==> config.mk <==
export PLATFORM = sky130hd
export DESIGN_NAME = insc_top
export DESIGN_NICKNAME = d
export VERILOG_FILES = /design/src/insc_pkg.sv /design/src/insc_wait_if.sv /design/src/insc_wait_timer.sv /design/src/insc_top.sv
export SDC_FILE = /design/constraint.sdc
export NUM_CORES = 1
export LEC_CHECK = 0
export BUFFER_PORTS_ARGS = -buffer_cell sky130_fd_sc_hd__buf_2
export CORE_ASPECT_RATIO = 1.4
export CORE_MARGIN = 1
export CORE_UTILIZATION = 40
export DETAILED_ROUTE_END_ITERATION = 7
export GPL_TIMING_DRIVEN = 0
export PLACE_DENSITY = 0.67
export SLEW_MARGIN = 15
export SYNTH_ARGS = -nofsm -noshare
export SYNTH_HDL_FRONTEND = slang
export SYNTH_HIERARCHICAL = 1
export SYNTH_SLANG_ARGS = --single-unit
export TNS_END_PERCENT = 50
==> constraint.sdc <==
create_clock -name mclk_i -period 3.1 [get_ports mclk_i]
set_input_delay 0.31 -clock mclk_i [delete_from_list [all_inputs] [get_ports mclk_i]]
set_output_delay 0.31 -clock mclk_i [all_outputs]
set_load 0.03 [all_outputs]
==> src/insc_pkg.sv <==
// Constants, field layout and types for the interrupt nesting and standby controller
package insc_pkg;
  // Source and vector counts
  localparam int NSRC = 9;
  localparam int NVEC = 6;
  // Source bit positions in the request and enable words
  localparam int SRC_ITMR = 0; // Interval timer
  localparam int SRC_DUAL = 1; // Dual edge pin, shares vector 0
  localparam int SRC_SAMP = 2; // Sampled edge pin
  localparam int SRC_WATCH = 7; // Watch timer, wake only
  localparam int SRC_KEY = 8; // Key or rising pin, wake only
  // Register byte offsets
  localparam logic [7:0] OFS_PRIO = 8'h00;
  localparam logic [7:0] OFS_PSW = 8'h04;
  localparam logic [7:0] OFS_REQ = 8'h08;
  localparam logic [7:0] OFS_EN = 8'h0C;
  localparam logic [7:0] OFS_PCC = 8'h10;
  localparam logic [7:0] OFS_BTM = 8'h14;
  localparam logic [7:0] OFS_STAT = 8'h18;
  // Field positions
  localparam int PRIO_MIE = 3;
  localparam int PSW_NEST_HI = 3;
  localparam int PSW_NEST_LO = 2;
  localparam int PSW_MBE = 1;
  localparam int PSW_RBE = 0;
  localparam int PCC_STOP = 3;
  localparam int PCC_HALT = 2;
  localparam int VEC_MBE = 15;
  localparam int VEC_RBE = 14;
  localparam int ISR_AW = 14;
  // Reset values
  localparam logic [3:0] PRIO_RST = 4'h0;
  localparam logic [3:0] PSW_RST = 4'h0;
  localparam logic [3:0] PCC_RST = 4'h0;
  localparam logic [3:0] BTM_RST = 4'h0;
  localparam logic [NSRC-1:0] FLAG_RST = 9'h000;
  // Nesting status codes
  localparam logic [1:0] NEST_NORMAL = 2'h0;
  localparam logic [1:0] NEST_ANY = 2'h1;
  localparam logic [1:0] NEST_HIGH = 2'h2;
  // Wait selections of the interval timer mode
  localparam logic [2:0] BTM_W20 = 3'h0;
  localparam logic [2:0] BTM_W17 = 3'h3;
  localparam logic [2:0] BTM_W15 = 3'h5;
  localparam logic [2:0] BTM_W13 = 3'h7;
  // Wait lengths in main clock cycles
  localparam int WAIT_W20 = 1048576;
  localparam int WAIT_W17 = 131072;
  localparam int WAIT_W15 = 32768;
  localparam int WAIT_W13 = 8192;
  localparam int WAIT_CW = 21;
  // Instructions run after a wake before vectoring
  localparam logic [1:0] DEFER_INSTR = 2'h2;
  // Standby state
  typedef enum logic [1:0] {ST_RUN, ST_HALT, ST_STOP, ST_STOP_WAIT} insc_sby_t;
endpackage : insc_pkg

==> src/insc_wait_if.sv <==
// Handshake between standby control and the release wait timer
interface insc_wait_if;
  logic start; // One-cycle request to begin a wait
  logic [2:0] sel; // Wait length selection
  logic busy; // Wait in progress
  logic done; // One-cycle pulse at wait end
  modport ctrl (output start, output sel, input busy, input done);
  modport timer (input start, input sel, output busy, output done);
endinterface : insc_wait_if

==> src/insc_wait_timer.sv <==
// Release wait timer used when stop mode ends on an interrupt
module insc_wait_timer #(
  parameter int W20 = 1048576,
  parameter int W17 = 131072,
  parameter int W15 = 32768,
  parameter int W13 = 8192
) (
  // Clock and reset
  input wire logic mclk_i,
  input wire logic reset_i,
  // Control side
  insc_wait_if.timer wt
);
  import insc_pkg::*;

  logic [WAIT_CW-1:0] cnt; // Cycles left
  logic [WAIT_CW-1:0] len; // Selected length

  // Length lookup; prohibited codes fall back to the longest wait
  always_comb begin
    case (wt.sel)
      BTM_W17: len = WAIT_CW'(W17);
      BTM_W15: len = WAIT_CW'(W15);
      BTM_W13: len = WAIT_CW'(W13);
      default: len = WAIT_CW'(W20);
    endcase
  end

  // Down counter, done pulses once at zero
  always_ff @(posedge mclk_i) begin
    if (reset_i) begin
      cnt <= '0;
      wt.busy <= 1'b0;
      wt.done <= 1'b0;
    end else begin
      wt.done <= 1'b0;
      if (wt.start && !wt.busy) begin
        cnt <= len - WAIT_CW'(1);
        wt.busy <= 1'b1;
      end else if (wt.busy) begin
        if (cnt == '0) begin
          wt.busy <= 1'b0;
          wt.done <= 1'b1;
        end else begin
          cnt <= cnt - WAIT_CW'(1);
        end
      end
    end
  end
endmodule : insc_wait_timer

==> src/insc_top.sv <==
// Interrupt acceptance, nesting status and standby control with a Wishbone register file
//
// Decided for this implementation: the Wishbone register port and the placing of the registers.
module insc_top #(
  parameter int WAIT_W20_P = insc_pkg::WAIT_W20,
  parameter int WAIT_W17_P = insc_pkg::WAIT_W17,
  parameter int WAIT_W15_P = insc_pkg::WAIT_W15,
  parameter int WAIT_W13_P = insc_pkg::WAIT_W13
) (
  // Clock and reset
  input wire logic mclk_i,
  input wire logic reset_i,
  // Wishbone slave
  input wire logic wb_cyc_i,
  input wire logic wb_stb_i,
  input wire logic wb_we_i,
  input wire logic [7:0] wb_adr_i,
  input wire logic [3:0] wb_sel_i,
  input wire logic [31:0] wb_dat_i,
  output logic [31:0] wb_dat_o,
  output logic wb_ack_o,
  // Source events, one-cycle pulses
  input wire logic [insc_pkg::NSRC-1:0] src_event_i,
  // Instruction sequencer
  input wire logic stop_instr_i,
  input wire logic halt_instr_i,
  input wire logic instr_done_i,
  input wire logic irq_ack_i,
  input wire logic return_from_irq_instr_i,
  input wire logic [3:0] return_from_irq_instr_psw_i,
  input wire logic [15:0] vec_entry_i,
  output logic irq_req_o,
  output logic [2:0] vec_num_o,
  output logic [insc_pkg::ISR_AW-1:0] isr_addr_o,
  output logic [3:0] psw_saved_o,
  output logic [3:0] psw_o,
  output logic vectored_request_o,
  // Clock generator status
  input wire logic cpu_on_subclk_i,
  input wire logic main_osc_off_i,
  // Peripheral clock choices
  input wire logic ser_a_ext_clk_i,
  input wire logic ser_b_ext_clk_i,
  input wire logic counter_pin_clk_i,
  input wire logic watch_on_subclk_i,
  // Clock and peripheral run controls
  output logic cpu_clk_gate_o,
  output logic main_osc_stop_o,
  output logic osc_in_tie_low_o,
  output logic interval_timer_run_o,
  output logic ser_a_run_o,
  output logic ser_b_run_o,
  output logic counter_run_o,
  output logic watch_run_o,
  output logic conv_run_o,
  output logic pulse_run_o
);
  import insc_pkg::*;

  logic [3:0] priority_select_reg; // Select and master enable
  logic [3:0] program_status_word; // Nest status and bank flags
  logic [3:0] proc_clock_ctrl; // Clock select, halt, stop
  logic [3:0] interval_timer_mode; // Wait selection
  logic [NSRC-1:0] req_flag; // Request flags
  logic [NSRC-1:0] en_flag; // Enable flags
  logic [NSRC-1:0] next_req; // Request flags after a software write, before acceptance clear and events
  logic [NSRC-1:0] acc_clr; // Flags cleared by acceptance
  logic [NSRC-1:0] ev; // Events after standby gating
  logic [NSRC-1:0] pend; // Request and enable both set
  logic [NVEC-1:0] vreq; // Pending per vector
  insc_sby_t state; // Standby state
  logic [1:0] defer_cnt; // Instructions left before vectoring
  logic [1:0] nest; // Current nesting status
  logic [2:0] sel; // Chosen high source vector
  logic [2:0] lo_vec; // Lowest pending vector
  logic hi_ok; // Chosen high source pending
  logic master_irq_enable; // Bit 3 of the select register
  logic wake; // Any enabled request
  logic acc; // Acceptance this cycle
  logic wr; // Bus write strobe
  logic [31:0] rd_data; // Read mux
  logic go_stop; // Stop entered this cycle
  logic go_halt; // Halt requested this cycle; entered only when wake is low
  logic leave; // Standby left this cycle
  logic main_runs; // Main clock running
  insc_wait_if wt ();

  // Release wait timer
  insc_wait_timer #(.W20(WAIT_W20_P), .W17(WAIT_W17_P), .W15(WAIT_W15_P), .W13(WAIT_W13_P)) u_wait (
    .mclk_i(mclk_i), .reset_i(reset_i), .wt(wt));

  // Bus handshake: ack one cycle after the request, write lands on the ack edge
  assign wr = wb_cyc_i && wb_stb_i && wb_we_i && wb_ack_o;

  always_ff @(posedge mclk_i) begin
    if (reset_i) begin
      wb_ack_o <= 1'b0;
      wb_dat_o <= 32'h0000_0000;
    end else begin
      wb_ack_o <= wb_cyc_i && wb_stb_i && !wb_ack_o;
      wb_dat_o <= rd_data;
    end
  end

  // Read mux; unmapped offsets read zero and ignore writes
  always_comb begin
    rd_data = 32'h0000_0000;
    case (wb_adr_i)
      OFS_PRIO: rd_data[3:0] = priority_select_reg;
      OFS_PSW: rd_data[3:0] = program_status_word;
      OFS_REQ: rd_data[NSRC-1:0] = req_flag;
      OFS_EN: rd_data[NSRC-1:0] = en_flag;
      OFS_PCC: rd_data[3:0] = proc_clock_ctrl;
      OFS_BTM: rd_data[3:0] = interval_timer_mode;
      OFS_STAT: rd_data[5:0] = {defer_cnt, wake, wt.busy, 2'(state)};
      default: rd_data = 32'h0000_0000;
    endcase
  end

  // Event gating in standby
  assign ev = src_event_i & ~(NSRC'(state != ST_RUN) << SRC_SAMP)
    & ~(NSRC'(state == ST_STOP) << SRC_ITMR);

  // Request and vector decode
  assign pend = req_flag & en_flag;
  assign wake = |pend;
  assign vreq = {pend[6:2], pend[SRC_ITMR] | pend[SRC_DUAL]};
  assign nest = program_status_word[PSW_NEST_HI:PSW_NEST_LO];
  assign master_irq_enable = priority_select_reg[PRIO_MIE];
  assign sel = priority_select_reg[2:0];
  assign hi_ok = (sel < 3'(NVEC)) && vreq[sel];

  // Fixed order among vectors, lowest index first
  always_comb begin
    lo_vec = 3'h0;
    for (int i = NVEC - 1; i >= 0; i--) begin
      if (vreq[i]) lo_vec = 3'(i);
    end
  end

  // Offer an interrupt; status 10 and 11 block all
  always_comb begin
    irq_req_o = 1'b0;
    vec_num_o = lo_vec;
    if (master_irq_enable && state == ST_RUN && defer_cnt == 2'h0) begin
      if (hi_ok && (nest == NEST_NORMAL || nest == NEST_ANY)) begin
        irq_req_o = 1'b1;
        vec_num_o = sel;
      end else if (nest == NEST_NORMAL && |vreq) begin
        irq_req_o = 1'b1;
      end
    end
  end
  assign acc = irq_ack_i && irq_req_o;

  // Flags cleared on acceptance; shared vector depends on which are enabled
  always_comb begin
    acc_clr = '0;
    if (acc) begin
      if (vec_num_o == 3'h0) begin
        if (en_flag[SRC_ITMR] && !en_flag[SRC_DUAL]) begin
          acc_clr[SRC_ITMR] = 1'b1;
        end else if (en_flag[SRC_DUAL] && !en_flag[SRC_ITMR]) begin
          acc_clr[SRC_DUAL] = 1'b1;
        end
      end else begin
        acc_clr[vec_num_o + 3'h1] = 1'b1;
      end
    end
  end

  // Request flags: software write, then clear, then hardware set wins
  always_comb begin
    next_req = req_flag;
    if (wr && wb_adr_i == OFS_REQ) begin
      if (wb_sel_i[0]) next_req[7:0] = wb_dat_i[7:0];
      if (wb_sel_i[1]) next_req[8] = wb_dat_i[8];
    end
  end

  always_ff @(posedge mclk_i) begin
    if (reset_i) begin
      req_flag <= FLAG_RST;
    end else begin
      req_flag <= (next_req & ~acc_clr) | ev;
    end
  end

  // Enable flags and select register, written by software only
  always_ff @(posedge mclk_i) begin
    if (reset_i) begin
      en_flag <= FLAG_RST;
      priority_select_reg <= PRIO_RST;
      interval_timer_mode <= BTM_RST;
    end else if (wr) begin
      if (wb_adr_i == OFS_EN && wb_sel_i[0]) en_flag[7:0] <= wb_dat_i[7:0];
      if (wb_adr_i == OFS_EN && wb_sel_i[1]) en_flag[8] <= wb_dat_i[8];
      if (wb_adr_i == OFS_PRIO && wb_sel_i[0]) priority_select_reg <= wb_dat_i[3:0];
      if (wb_adr_i == OFS_BTM && wb_sel_i[0]) interval_timer_mode <= wb_dat_i[3:0];
    end
  end

  // Status word: acceptance raises status and loads banks, return restores
  always_ff @(posedge mclk_i) begin
    if (reset_i) begin
      program_status_word <= PSW_RST;
      psw_saved_o <= PSW_RST;
      isr_addr_o <= '0;
    end else if (acc) begin
      psw_saved_o <= program_status_word;
      program_status_word[PSW_NEST_HI:PSW_NEST_LO] <= nest + 2'h1;
      program_status_word[PSW_MBE] <= vec_entry_i[VEC_MBE];
      program_status_word[PSW_RBE] <= vec_entry_i[VEC_RBE];
      isr_addr_o <= vec_entry_i[ISR_AW-1:0];
    end else if (return_from_irq_instr_i) begin
      program_status_word <= return_from_irq_instr_psw_i;
    end else if (wr && wb_adr_i == OFS_PSW && wb_sel_i[0]) begin
      program_status_word <= wb_dat_i[3:0];
    end
  end
  assign psw_o = program_status_word;

  // Standby entry and exit conditions
  assign go_stop = state == ST_RUN && stop_instr_i && !cpu_on_subclk_i;
  assign go_halt = state == ST_RUN && halt_instr_i && !stop_instr_i;
  assign leave = (state == ST_HALT && wake) || (state == ST_STOP_WAIT && wt.done);
  // A pending request at stop entry goes straight to the wait
  assign wt.start = (go_stop && wake) || (state == ST_STOP && wake);
  assign wt.sel = interval_timer_mode[2:0];

  // Standby state; reset alone also ends standby
  always_ff @(posedge mclk_i) begin
    if (reset_i) begin
      state <= ST_RUN;
    end else begin
      case (state)
        ST_RUN: begin
          if (go_stop) begin
            state <= wake ? ST_STOP_WAIT : ST_STOP;
          end else if (go_halt && !wake) begin
            state <= ST_HALT;
          end
        end
        ST_HALT: if (wake) state <= ST_RUN;
        ST_STOP: if (wake) state <= ST_STOP_WAIT;
        ST_STOP_WAIT: if (wt.done) state <= ST_RUN;
        default: state <= ST_RUN;
      endcase
    end
  end

  // Clock control: instructions set the mode bits, leaving standby clears them
  always_ff @(posedge mclk_i) begin
    if (reset_i) begin
      proc_clock_ctrl <= PCC_RST;
    end else begin
      if (wr && wb_adr_i == OFS_PCC && wb_sel_i[0]) begin
        proc_clock_ctrl[1:0] <= wb_dat_i[1:0];
      end
      if (go_stop) begin
        proc_clock_ctrl[PCC_STOP] <= 1'b1;
      end else if (go_halt && !wake) begin
        proc_clock_ctrl[PCC_HALT] <= 1'b1;
      end else if (leave) begin
        proc_clock_ctrl[PCC_STOP] <= 1'b0;
        proc_clock_ctrl[PCC_HALT] <= 1'b0;
      end
    end
  end

  // Defer vectoring for two instructions after an interrupt wake
  always_ff @(posedge mclk_i) begin
    if (reset_i) begin
      defer_cnt <= 2'h0;
    end else if (leave && master_irq_enable) begin
      defer_cnt <= DEFER_INSTR;
    end else if (instr_done_i && defer_cnt != 2'h0) begin
      defer_cnt <= defer_cnt - 2'h1;
    end
  end

  // Clock and peripheral run controls, registered to avoid glitches on gates
  assign main_runs = state != ST_STOP && !main_osc_off_i;
  always_ff @(posedge mclk_i) begin
    if (reset_i) begin
      cpu_clk_gate_o <= 1'b0;
      main_osc_stop_o <= 1'b0;
      osc_in_tie_low_o <= 1'b0;
      interval_timer_run_o <= 1'b1;
      ser_a_run_o <= 1'b1;
      ser_b_run_o <= 1'b1;
      counter_run_o <= 1'b1;
      watch_run_o <= 1'b1;
      conv_run_o <= 1'b1;
      pulse_run_o <= 1'b1;
      vectored_request_o <= 1'b0;
    end else begin
      cpu_clk_gate_o <= state != ST_RUN;
      main_osc_stop_o <= state == ST_STOP;
      osc_in_tie_low_o <= state == ST_STOP;
      interval_timer_run_o <= state != ST_STOP;
      ser_a_run_o <= main_runs || ser_a_ext_clk_i;
      ser_b_run_o <= main_runs || (state == ST_STOP && ser_b_ext_clk_i);
      counter_run_o <= main_runs || (state == ST_STOP && counter_pin_clk_i);
      watch_run_o <= state != ST_STOP || watch_on_subclk_i;
      conv_run_o <= main_runs;
      pulse_run_o <= main_runs;
      vectored_request_o <= wake;
    end
  end

  // Checks
  a_ack_single: assert property (@(posedge mclk_i) disable iff (reset_i)
    wb_ack_o |=> !wb_ack_o) else $error("ack held two cycles");
  a_status_step: assert property (@(posedge mclk_i) disable iff (reset_i)
    acc && !return_from_irq_instr_i |=> nest == $past(nest) + 2'h1) else $error("status not raised");
  a_high_blocks: assert property (@(posedge mclk_i) disable iff (reset_i)
    nest[1] |-> !irq_req_o) else $error("offer in status 10 or 11");
  a_low_gated: assert property (@(posedge mclk_i) disable iff (reset_i)
    irq_req_o && nest == NEST_ANY |-> vec_num_o == sel) else $error("low offer in status 1");
  a_psw_saved: assert property (@(posedge mclk_i) disable iff (reset_i)
    acc |=> psw_saved_o == $past(program_status_word)) else $error("word not saved");
  a_stop_bit: assert property (@(posedge mclk_i) disable iff (reset_i)
    go_stop |=> proc_clock_ctrl[PCC_STOP] && state != ST_RUN) else $error("stop not set");
  a_stop_subclk: assert property (@(posedge mclk_i) disable iff (reset_i)
    state == ST_RUN && cpu_on_subclk_i |=> state != ST_STOP) else $error("stop on subclock");
  a_halt_wake: assert property (@(posedge mclk_i) disable iff (reset_i)
    state == ST_HALT && wake |=> state == ST_RUN ##1 !cpu_clk_gate_o) else $error("no wake");
  a_timer_held: assert property (@(posedge mclk_i) disable iff (reset_i)
    state == ST_STOP ##1 state == ST_STOP |-> !interval_timer_run_o) else $error("timer runs");
  a_shared_keep: assert property (@(posedge mclk_i) disable iff (reset_i)
    acc && vec_num_o == 3'h0 && en_flag[SRC_ITMR] && en_flag[SRC_DUAL] && !wr
    |=> (req_flag[1:0] & $past(req_flag[1:0])) == $past(req_flag[1:0]))
    else $error("shared flag cleared");
  a_defer_gate: assert property (@(posedge mclk_i) disable iff (reset_i)
    defer_cnt != 2'h0 |-> !irq_req_o) else $error("vectored during defer");
  c_nested: cover property (@(posedge mclk_i) disable iff (reset_i) acc && nest == NEST_ANY);
  c_shared: cover property (@(posedge mclk_i) disable iff (reset_i) acc && vec_num_o == 3'h0);
  c_halt_wake: cover property (@(posedge mclk_i) disable iff (reset_i) state == ST_HALT && wake);
  c_stop_done: cover property (@(posedge mclk_i) disable iff (reset_i) wt.done);
endmodule : insc_top

==> metrics.md, run 1 <==
| Metric | Value |
|---|---|
| Setup_tns | `0 ns` |
| Hold Vio Cnt, Final | `0` |
| Sequential Area | `1980 um2` |
| Number of synthesized flops with an enable pin | `0` |
| Inserted Diodes | `0` |
| Yosys warns | `6` |
| WL/cell | `17.1 um` |
| CTS Buf Count | `9` |
| Post-synth ARST share | `0` |
| Max Slew Vio Count | `0` |
| CORE AREA | `12900 um2` |
| CP Max Fanout | `10` |
| Vias | `5130` |
| Synth unique cells | `79` |
| LEAKAGE | `2.73 nW` |
| Crit path kind | `flop to flop` |
| Final period util | `0.959` |
| Clock power share | `0.406` |
| Mapped Area | `5270 um2` |
| Yosys top cell area share | `0.372` |
| Vert. Die Dim | `approximately 140 um` |
| Pwr per Cell Area | `410 nW/um2` |
| Clk buf depth | `2` |
| Synth cell count leaders | `dfxtp_1 (98), nor2_1 (73), mux2i_1 (51), a21oi_1 (34), nand2_1 (30)` |
| Post-cts hold buffer count | `0` |
| Starting DRC count in detailed routing | `around 220` |
| Max-slew headroom | `0.270` |
| Routed wire length | `15.4 mm` |
| Most common cell in the netlist | `dfxtp_1` |
| Worst-skew pair later-pin latency | `0.35 ns` |
| Synth Flop Type | `dfxtp_1` |
| Core Util, Final | `0.509` |
| Reg power frac | `0.490` |
| MaxCap Viol Count | `0` |
| Largest regs | `u_wait/cnt: 21 flops, isr_addr_o: 14 flops` |
| Synth Register Bits | `98` |
| Row count | `49` |
| Via density | `5.69` |
| Switching fraction of total power | `0.274` |
| Post-Syn Area per Cell | `8.86 um2` |
| Overflow after GRT | `0` |
| Switch Pwr | `0.735 mW` |
| DIE AREA | `about 14000 um2` |
| Yosys top cell by area | `dfxtp_1` |
| Cells after synthesis | `595` |
| DRC errors left | `0` |
| Outcome | `completed` |
| Max Clk Rate | `336 MHz` |
| CTS root buf | `clkbuf_16` |
| Design Area, Final | `6550 um2` |
| Clk_skew | `0.0120 ns` |
| Largest register FFs | `21` |
| Worst EP arrival | `3.25 ns` |
| Number of global-route vias before repair | `4928` |
| H-tree depth | `3` |
| Num ports | `between 150 and 200` |
| Initial antenna violation count | `0` |
| Footprint of the multi-input gates | `3070 um2` |
| Worst-path clk slew | `0.07 ns` |
| Pin count of the biggest net entering global routing | `19` |
| CTS tree | `built` |
| Worst VDD drop | `0.244 mV` |
| Fin crit period | `~3.0 ns` |
| FF-to-FF setup slack | `0.13 ns` |
| Top post-synthesis cells by area | `dfxtp_1 (37%), mux2i_1 (9.7%), nor2_1 (5.2%), buf_4 (4.0%), a21oi_1 (3.2%)` |
| Placed Area | `6090 um2` |
| Final setup violation count | `0` |
| Hold Path Class | `primary input to flop` |
| Reg with most FFs | `u_wait/cnt` |
| Area added between synthesis and finish | `24.2%` |
| Startpoint Class | `flop` |
| Post-synthesis sequential area ratio | `0.372` |
| Worst EP required | `3.37 ns` |
| Pint | `1.95 mW` |
| DIE WIDTH | `99.0 um` |
| RePlAce Congestion | `0.926` |
| Initial core utilization | `0.409` |
| Share of cells above drive strength 1 | `0.283` |
| Measured slew at the worst slew-check pin | `between 1 and 1.5 ns` |
| CP endpoint kind | `flop` |
| Filler instances | `1229` |
| Buffers on Ports | `108` |
| Drt first pass iters | `6` |
| Final net count | `839` |
| First-pass GRT wire length | `about 24 mm` |
| CTS Sinks | `98` |
| Post-route antenna net violation count | `0` |
| GR Util All Layers | `0.228` |
| Combinational fraction of design power | `0.104` |
| Detailed-placement wirelength estimate | `around 12 mm` |
## layout make-up
cell class | count | area share
Clock inverter | 7 | 0.00879
Tap cell | 153 | 0.0292
Clock buffer | 9 | 0.0344
Multi-Input combinational cell | 444 | 0.469
Sequential cell | 98 | 0.303
Inverter | 19 | 0.0109
Timing Repair Buffer | 117 | 0.0929
Buffer | 55 | 0.0526
## worst paths after layout
check | to | startpoint | depth (start not counted)
worst max-delay path | u_wait/cnt[16]$_SDFFE_PP0P_ | en_flag[0]$_SDFFE_PP0P_ | 12
worst min-delay path | ser_a_run_o$_SDFF_PP1_ | ser_a_ext_clk_i | 2
worst max register to register | u_wait/cnt[16]$_SDFFE_PP0P_ | en_flag[0]$_SDFFE_PP0P_ | 12
worst min register to register | wb_ack_o$_SDFF_PP0_ | wb_ack_o$_SDFF_PP0_ | 1
## metrics by stage
stage | power, mW | std cells | worst slack (ns) | hold slack (ns)
detailed placement | 1.62 | 878 | -1.03 | 0.437
global placement | 1.61 | 878 | -0.983 | 0.423
finish | 2.69 | 902 | 0.127 | 0.154
CTS | 2.70 | 896 | 0.0100 | 0.145
global route | 2.79 | 902 | -0.00881 | 0.149
floorplan | 1.52 | 617 | 0.00301 | 0.414
## placed cells by master, fill, tap and decap left out, types with 6 or more instances in the layout
| cell type | n |
|---|---|
| nor3_1 | 15 |
| a31oi_1 | 9 |
| nand3_1 | 15 |
| nor2_1 | 73 |
| a21oi_1 | 34 |
| nor2b_1 | 15 |
| o21ai_0 | 14 |
| dfxtp_2 | 9 |
| a22oi_1 | 7 |
| nand4_1 | 6 |
| nand2b_1 | 8 |
| mux2i_1 | 50 |
| clkbuf_16 | 9 |
| a222oi_1 | 6 |
| nand2_1 | 30 |
| a221oi_1 | 6 |
| inv_1 | 19 |
| clkbuf_1 | 14 |
| buf_4 | 37 |
| conb_1 | 23 |
| buf_2 | 113 |
| dfxtp_1 | 87 |
## cell families after synthesis
| kind of cell | Yosys count | synth area share |
|---|---|---|
| mux | 52 | 0.0990 |
| simple gates | 209 | 0.209 |
| buf+inv | 75 | 0.0772 |
| fa+ha+maj | 6 | 0.0142 |
| xor+xnor | 7 | 0.0116 |
| flops | 98 | 0.372 |
| compound gates | 147 | 0.216 |
| other cells | 1 | 0.000712 |
## worst max-delay path, cell delays in order (launching register included)
cell and delay [ns]:
dfxtp_4 0.37, a222oi_1 0.34, buf_4 0.20, nand3_4 0.12, a221oi_4 0.33, nor3_4 0.09, buf_4 0.17, buf_4 0.14
nor2b_1 0.17, buf_2 0.25, or3_1 0.36, o31a_1 0.24, a21oi_1 0.12
## per-layer routing
metal  GRT usage  wire (um)  up-vias
met5           0          0        -
met4       0.142        718        0
met3      0.0304        698       58
met2       0.435       8220      191
met1       0.235       5760     2429
li1            -          -     2452
## power by group through the flow
stage	Clock, mW	Sequential, mW	Combinational [mW]
2_1_floorplan	0	1.35	0.165
3_3_place_gp	0	1.34	0.270
3_5_place_dp	0	1.34	0.276
4_1_cts	1.11	1.31	0.278
5_1_grt	1.17	1.32	0.303
6_report	1.09	1.31	0.280
## what timing repair did
item,4_1_cts,5_1_grt
setup buffers,3,6
cloned,0,0
setup endpoints to repair,20,6
pin swaps,3,4
gates resized for setup,28,3
Power figures use the tool's default switching activity.
==> run 2, diff against run 1 <==
- GPL_ROUTABILITY_DRIVEN: default -> 0
- PLACE_DENSITY: 0.67 -> 0.71
- clock period: 3.1 -> 3.6 ns (I/O delays scaled with it)
==> run 2 against run 1 <==
  * Count of clock-buffer cells in the layout unchanged
  * Clock skew fell by 0.0019 ns
  * Global-route usage down 0.38 points
  * Critical path type unchanged
  * Critical endpoint is now u_wait/cnt[20]$_SDFFE_PP0P_
==> metrics.md, run 2 (synthesis results as in run 1) <==
| Metric | Value |
|---|---|
| Outcome | `completed` |
| CTS Buf Count | `9 (unchanged)` |
| Hold slack | `0.202 ns (+0.0481 ns)` |
| Worst-skew pair later-pin latency | `0.35 ns (about the same)` |
| Cell Count, Final, Fillers Out | `893 (-1.0%)` |
| Row count | `49 (unchanged)` |
| Drt first pass iters | `6 (unchanged)` |
| Crit-path max cell delay | `0.43 ns (+0.06 ns)` |
| Crit path kind | `flop to flop` |
| Hold Vio Cnt, Final | `0 (unchanged)` |
| Post-cts hold buffer count | `0 (unchanged)` |
| Commonest non-fill, non-tap cell in the layout | `buf_2` |
| Crit path max-delay family | `simple AND/OR/NAND/NOR gates` |
| Routed wire length | `14.8 mm (-3.7%)` |
| Largest regs | `u_wait/cnt: 21 flops, isr_addr_o: 14 flops` |
| Hold Path Class | `primary input to flop` |
| Final setup violation count | `0 (unchanged)` |
| Initial core utilization | `0.409 (unchanged)` |
| Overflow after GRT | `0 (unchanged)` |
| Max Clk Rate | `302 MHz (-10%)` |
| Area added between synthesis and finish | `22.8%` |
| Largest register FFs | `21 (unchanged)` |
| Clk_skew | `0.0102 ns (-0.00187 ns)` |
| DIE AREA | `13600 um2 (unchanged)` |
| Post-Place Cells | `878 (unchanged)` |
| Max Slew Vio Count | `0 (unchanged)` |
| Most frequent cells in the layout | `buf_2 (112), dfxtp_1 (98), nor2_1 (73)` |
| Share of cells above drive strength 1 | `0.255 (-0.0276)` |
| Worst VDD drop | `0.233 mV (-4.4%)` |
| Clk buf depth | `2 (unchanged)` |
| Number of global-route vias before repair | `4724 (-4.1%)` |
| DRC errors left | `0 (unchanged)` |
| RSZ-0062 raised after global routing | `no` |
| Final net count | `831 (-0.95%)` |
| R2r endpoint | `u_wait/cnt[20]$_SDFFE_PP0P_` |
| CTS Sinks | `98 (unchanged)` |
| Reg with most FFs | `u_wait/cnt` |
| Hold Crit Depth | `2 (unchanged)` |
| Setup_tns | `0 ns (unchanged)` |
| First-pass GRT wire length | `23.4 mm (-3.1%)` |
| Pre-CTS setup slack | `-0.499 ns (+0.526 ns)` |
| Core Util, Final | `0.503 (-0.00603)` |
| DIE WIDTH | `99.0 um (unchanged)` |
| Vias | `4986 (-2.8%)` |
| WL/cell | `16.6 um (-2.8%)` |
| Post-route antenna net violation count | `0 (unchanged)` |
| Min-delay src | `ser_a_ext_clk_i` |
| Max-slew headroom | `0.238 (-0.0324)` |
| Initial antenna violation count | `0 (unchanged)` |
| Startpoint Class | `flop` |
| CP Max Fanout | `10 (unchanged)` |
| Num ports | `159 (unchanged)` |
| CP endpoint kind | `flop` |
| FF-to-FF setup slack | `0.29 ns (+0.17 ns)` |
| Slack of the critical path | `0.294 ns (+0.167 ns)` |
| Final period util | `0.918 (-0.0406)` |
| Slowest CP cell | `dfxtp_1` |
| Pwr per Cell Area | `383 nW/um2 (-6.6%)` |
| Worst-path clk slew | `0.07 ns (about the same)` |
| CTS root buf | `clkbuf_16` |
| Via density | `5.58 (-1.8%)` |
| Pin count of the biggest net entering global routing | `17 (-2)` |
| Worst r2r path cells | `13 (+1)` |
| CORE AREA | `12900 um2 (unchanged)` |
| Inserted Diodes | `0 (unchanged)` |
| LEAKAGE | `2.70 nW (-0.86%)` |
| Critical Path Stages | `13 (+1)` |
| Detailed-placement wirelength estimate | `11.4 mm (-3.8%)` |
| H-tree depth | `3 (unchanged)` |
| Worst r2r src | `en_flag[6]$_SDFFE_PP0P_` |
| Starting DRC count in detailed routing | `229 (+4.6%)` |
| GR Util All Layers | `0.224 (-0.00377)` |
| Worst Path Buf+Inv | `2 (-2)` |
| Cell Chain, Critical Path | `a22oi_1 -> nand3_2 -> a221oi_4 -> nor3_4 -> nand2b_2 -> clkbuf_2 -> nand2_1 -> ha_2 -> inv_1 -> or3_1 -> or3_4 -> a2111oi_2 -> a211oi_2` |
| CTS tree | `built` |
| Measured slew at the worst slew-check pin | `1.13 ns (+0.0482 ns)` |
| Vert. Die Dim | `138 um (unchanged)` |
| Worst EP required | `3.82 ns (+0.45 ns)` |
| Hold worst-path end | `ser_a_run_o$_SDFF_PP1_` |
| MaxCap Viol Count | `0 (unchanged)` |
| Fin crit period | `3.31 ns (+0.333 ns)` |
| Worst EP arrival | `3.53 ns (+0.28 ns)` |
| Buffers on Ports | `108 (unchanged)` |
==> run 2: cell count changes in the layout (fill, tap and decap cells not counted), moves of 2 or more <==
cell	change
dfxtp_1	+11
dfxtp_2	-9
buf_4	-8
bufinv_16	+3
inv_6	-3
dfxtp_4	-2
==> run 2: how the worst max path moves through the flow <==
| stage | start | to | slack [ns] |
|---|---|---|---|
| after floorplan | en_flag[0]$_SDFFE_PP0P_ | u_wait/cnt[20]$_SDFFE_PP0P_ | 0.31 |
| after global placement | en_flag[0]$_SDFFE_PP0P_ | u_wait/cnt[20]$_SDFFE_PP0P_ | -0.49 |
| after detailed placement | en_flag[0]$_SDFFE_PP0P_ | u_wait/cnt[20]$_SDFFE_PP0P_ | -0.50 |
| after CTS | en_flag[0]$_SDFFE_PP0P_ | u_wait/cnt[20]$_SDFFE_PP0P_ | 0.04 |
| after global routing | en_flag[1]$_SDFFE_PP0P_ | u_wait/cnt[20]$_SDFFE_PP0P_ | 0.1 |
| final | en_flag[6]$_SDFFE_PP0P_ | u_wait/cnt[20]$_SDFFE_PP0P_ | 0.29 |
==> run 2: metal layers <==
| layer | up-vias | part of all wire | track usage |
|---|---|---|---|
| met4 | 0 | 0.048 | 0.159 |
| li1 | 2435 | - | - |
| met2 | 179 | 0.53 | 0.426 |
| met5 | - | 0 | 0 |
| met1 | 2327 | 0.38 | 0.226 |
| met3 | 45 | 0.050 | 0.0269 |
==> run 2: repair_timing <==
action                                 in CTS  in global routing
resized for setup                           7                  2
setup buffers                               0                  1
endpoints found under the hold margin       0                  0
pin swaps                                   1                  1
setup endpoints to repair                  13                 10
==> run 2: stage by stage <==
stage,instance area (um2),power (mW)
after floorplan,5350,1.31
after global placement,6080,1.39
after detailed placement,6080,1.39
after CTS,6460,2.50
after global routing,6470,2.56
final,6470,2.48
==> run 2: area by class of cell <==
class                           instances  area, um2
Buffer                                 55        334
Clock buffer                            9        225
Clock inverter                          6        115
Fill cell                            1275       6400
Inverter                               19       71.3
Multi-Input combinational cell        444       3020
Sequential cell                        98       1960
Tap cell                              153        191
Timing Repair Buffer                  109        548
==> run 2: power breakdown <==
part           total [mW]  switching [mW]  internal (mW)  leakage (nW)
combinational       0.241           0.148         0.0922          1.75
clock                1.11           0.428          0.679         0.162
sequential           1.13          0.0241           1.11         0.795
==> run 3, diff against run 2 <==
- CELL_PAD_IN_SITES_DETAIL_PLACEMENT: default -> 1
- CELL_PAD_IN_SITES_GLOBAL_PLACEMENT: default -> 1
- PLACE_DENSITY: 0.71 -> 0.9
==> run 3 against run 2 <==
  * Core utilization fell by 0.24 points
  * Sequential power barely moved
  * Critical path depth did not move
  * Maximum frequency fell by 4.8%
  * Register-to-register slack got worse by 0.17 ns
  * Final area fell by 0.48%
  * Cell count did not move
  * Setup slack got worse by 0.17 ns
  * Combinational power rose by 3%
==> metrics.md, run 3 (synthesis results as in run 1) <==
| Metric | Value |
|---|---|
| Worst VDD drop | `0.200 mV (-14%)` |
| Via density | `5.84 (+4.7%)` |
| CORE AREA | `12900 um2 (unchanged)` |
| LEAKAGE | `2.69 nW (-0.41%)` |
| Share of cells above drive strength 1 | `0.255 (unchanged)` |
| First-pass GRT wire length | `27.1 mm (+16%)` |
| DIE AREA | `13600 um2 (unchanged)` |
| Pin count of the biggest net entering global routing | `17 (unchanged)` |
| Outcome | `completed` |
| Inserted Diodes | `0 (unchanged)` |
| Commonest non-fill, non-tap cell in the layout | `buf_2` |
| Worst-path clk slew | `0.07 ns (about the same)` |
| Worst r2r path cells | `13 (unchanged)` |
| Post-Place Cells | `878 (unchanged)` |
| Post-route antenna net violation count | `0 (unchanged)` |
| Setup bufs post-CTS | `0 (unchanged)` |
| Hold Crit Depth | `2 (unchanged)` |
| Cell Count, Final, Fillers Out | `893 (unchanged)` |
| CP endpoint kind | `flop` |
| GR Util All Layers | `0.257 (+0.0329)` |
| Vias | `5219 (+4.7%)` |
| DRC errors left | `0 (unchanged)` |
| Initial antenna violation count | `0 (unchanged)` |
| Measured slew at the worst slew-check pin | `1.07 ns (-0.0656 ns)` |
| Final period util | `0.965 (+0.0462)` |
| CTS Sinks | `98 (unchanged)` |
| Clk_skew | `0.00984 ns (-0.000334 ns)` |
| Hold Path Class | `primary input to flop` |
| CTS root buf | `clkbuf_16` |
| Final net count | `830 (-0.12%)` |
| Worst EP required | `3.81 ns (about the same)` |
| Max-slew headroom | `0.282 (+0.0442)` |
| H-tree depth | `3 (unchanged)` |
| Final setup violation count | `0 (unchanged)` |
| Hold Vio Cnt, Final | `0 (unchanged)` |
| Drt first pass iters | `5 (-1)` |
| RSZ-0062 raised after global routing | `no` |
| Crit path kind | `flop to flop` |
| Routed wire length | `17.3 mm (+17%)` |
| CP Max Fanout | `10 (unchanged)` |
| Startpoint Class | `flop` |
| Filler instances | `1560 (+22%)` |
| Pre-CTS setup slack | `-0.581 ns (-0.0812 ns)` |
| Largest regs | `u_wait/cnt: 21 flops, isr_addr_o: 14 flops` |
| Pwr per Cell Area | `372 nW/um2 (-3.1%)` |
| WL/cell | `19.3 um (+17%)` |
| Row count | `49 (unchanged)` |
| CTS tree | `built` |
| Buffers on Ports | `108 (unchanged)` |
| Most frequent cells in the layout | `buf_2 (112), dfxtp_1 (98), nor2_1 (73)` |
| Slack of the critical path | `0.128 ns (-0.166 ns)` |
| Reg with most FFs | `u_wait/cnt` |
| Max Clk Rate | `288 MHz (-4.8%)` |
| Worst EP arrival | `3.68 ns (+0.15 ns)` |
| Initial core utilization | `0.409 (unchanged)` |
| Num ports | `159 (unchanged)` |
| Detailed-placement wirelength estimate | `13.5 mm (+18%)` |
| CTS Buf Count | `9 (unchanged)` |
| Starting DRC count in detailed routing | `202 (-12%)` |
| Largest register FFs | `21 (unchanged)` |
| Area added between synthesis and finish | `22.2%` |
| Post-cts hold buffer count | `0 (unchanged)` |
| Fin crit period | `3.47 ns (+0.166 ns)` |
| Max Slew Vio Count | `0 (unchanged)` |
| Worst-skew pair later-pin latency | `0.34 ns (about the same)` |
| Overflow after GRT | `0 (unchanged)` |
| DIE WIDTH | `99.0 um (unchanged)` |
| Number of global-route vias before repair | `5435 (+15%)` |
| MaxCap Viol Count | `0 (unchanged)` |
| Vert. Die Dim | `138 um (unchanged)` |
| Setup_tns | `0 ns (unchanged)` |
| Clk buf depth | `2 (unchanged)` |
-- run 3: cell types whose count changed in the layout (fill, tap and decap cells not counted), sizes merged --
cell	delta
bufinv	-2
clkbuf	+2
clkinv	+2
buf	-1
clkinvlp	-1
-- run 3: what timing repair did --
| action | CTS | global route |
|---|---|---|
| setup endpoints to repair | 13 | 8 |
| gates resized for setup | 9 | 1 |
| endpoints found under the hold margin | 0 | 0 |
| pin swaps | 1 | 0 |
-- run 3: worst paths after layout --
kind                          startpoint                     endpoint  slack [ns]
setup / recovery  req_flag[6]$_SDFF_PP0_  u_wait/cnt[20]$_SDFFE_PP0P_        0.13
hold / removal           ser_a_ext_clk_i       ser_a_run_o$_SDFF_PP1_        0.20
setup reg to reg  req_flag[6]$_SDFF_PP0_  u_wait/cnt[20]$_SDFFE_PP0P_        0.13
hold reg to reg      wb_ack_o$_SDFF_PP0_          wb_ack_o$_SDFF_PP0_        0.45
-- run 3: final cells by class --
cell class | count | area [um2] | share of cell area
Sequential cell | 98 | 1960 | 0.305
Clock inverter | 5 | 61.3 | 0.00952
Clock buffer | 11 | 253 | 0.0393
Tap cell | 153 | 191 | 0.0297
Buffer | 55 | 337 | 0.0523
Inverter | 19 | 71.3 | 0.0111
Timing Repair Buffer | 108 | 541 | 0.0839
Multi-Input combinational cell | 444 | 3020 | 0.469
-- run 3: power by group --
| group | switching, mW | leakage [nW] | internal [mW] | total [mW] |
|---|---|---|---|---|
| Clock | 0.431 | 0.156 | 0.581 | 1.01 |
| Sequential | 0.0256 | 0.795 | 1.11 | 1.13 |
| Combinational | 0.155 | 1.74 | 0.0926 | 0.248 |
| Total | 0.611 | 2.69 | 1.78 | 2.39 |
-- run 3: through the flow --
| step | hold WS [ns] | utilization | area, um2 | total power [mW] |
|---|---|---|---|---|
| final | 0.201 | 0.500 | 6440 | 2.39 |
| after global routing | 0.207 | 0.500 | 6440 | 2.47 |
| after CTS | 0.195 | 0.500 | 6440 | 2.41 |
| after detailed placement | 0.445 | 0.473 | 6080 | 1.40 |
| after global placement | 0.423 | 0.473 | 6080 | 1.39 |
| after floorplan | 0.449 | - | 5350 | 1.31 |
-- run 3: critical path, cell delays in order, from the launching register on --
cell and delay [ns]:
dfxtp_1 0.46, a22oi_1 0.21, nand3_2 0.23, a221oi_4 0.08, nor3_4 0.28, nand2b_2 0.21
clkbuf_4 0.24, nand2_1 0.10, ha_2 0.25, inv_1 0.12, or3_1 0.32, or3_4 0.35
a2111oi_2 0.39, a211oi_2 0.08
-- run 3: routing by layer --
metal / part of all wire / track usage
met1: 0.37 / 0.252
met2: 0.56 / 0.513
met3: 0.033 / 0.0284
met4: 0.042 / 0.155
met5: 0 / 0
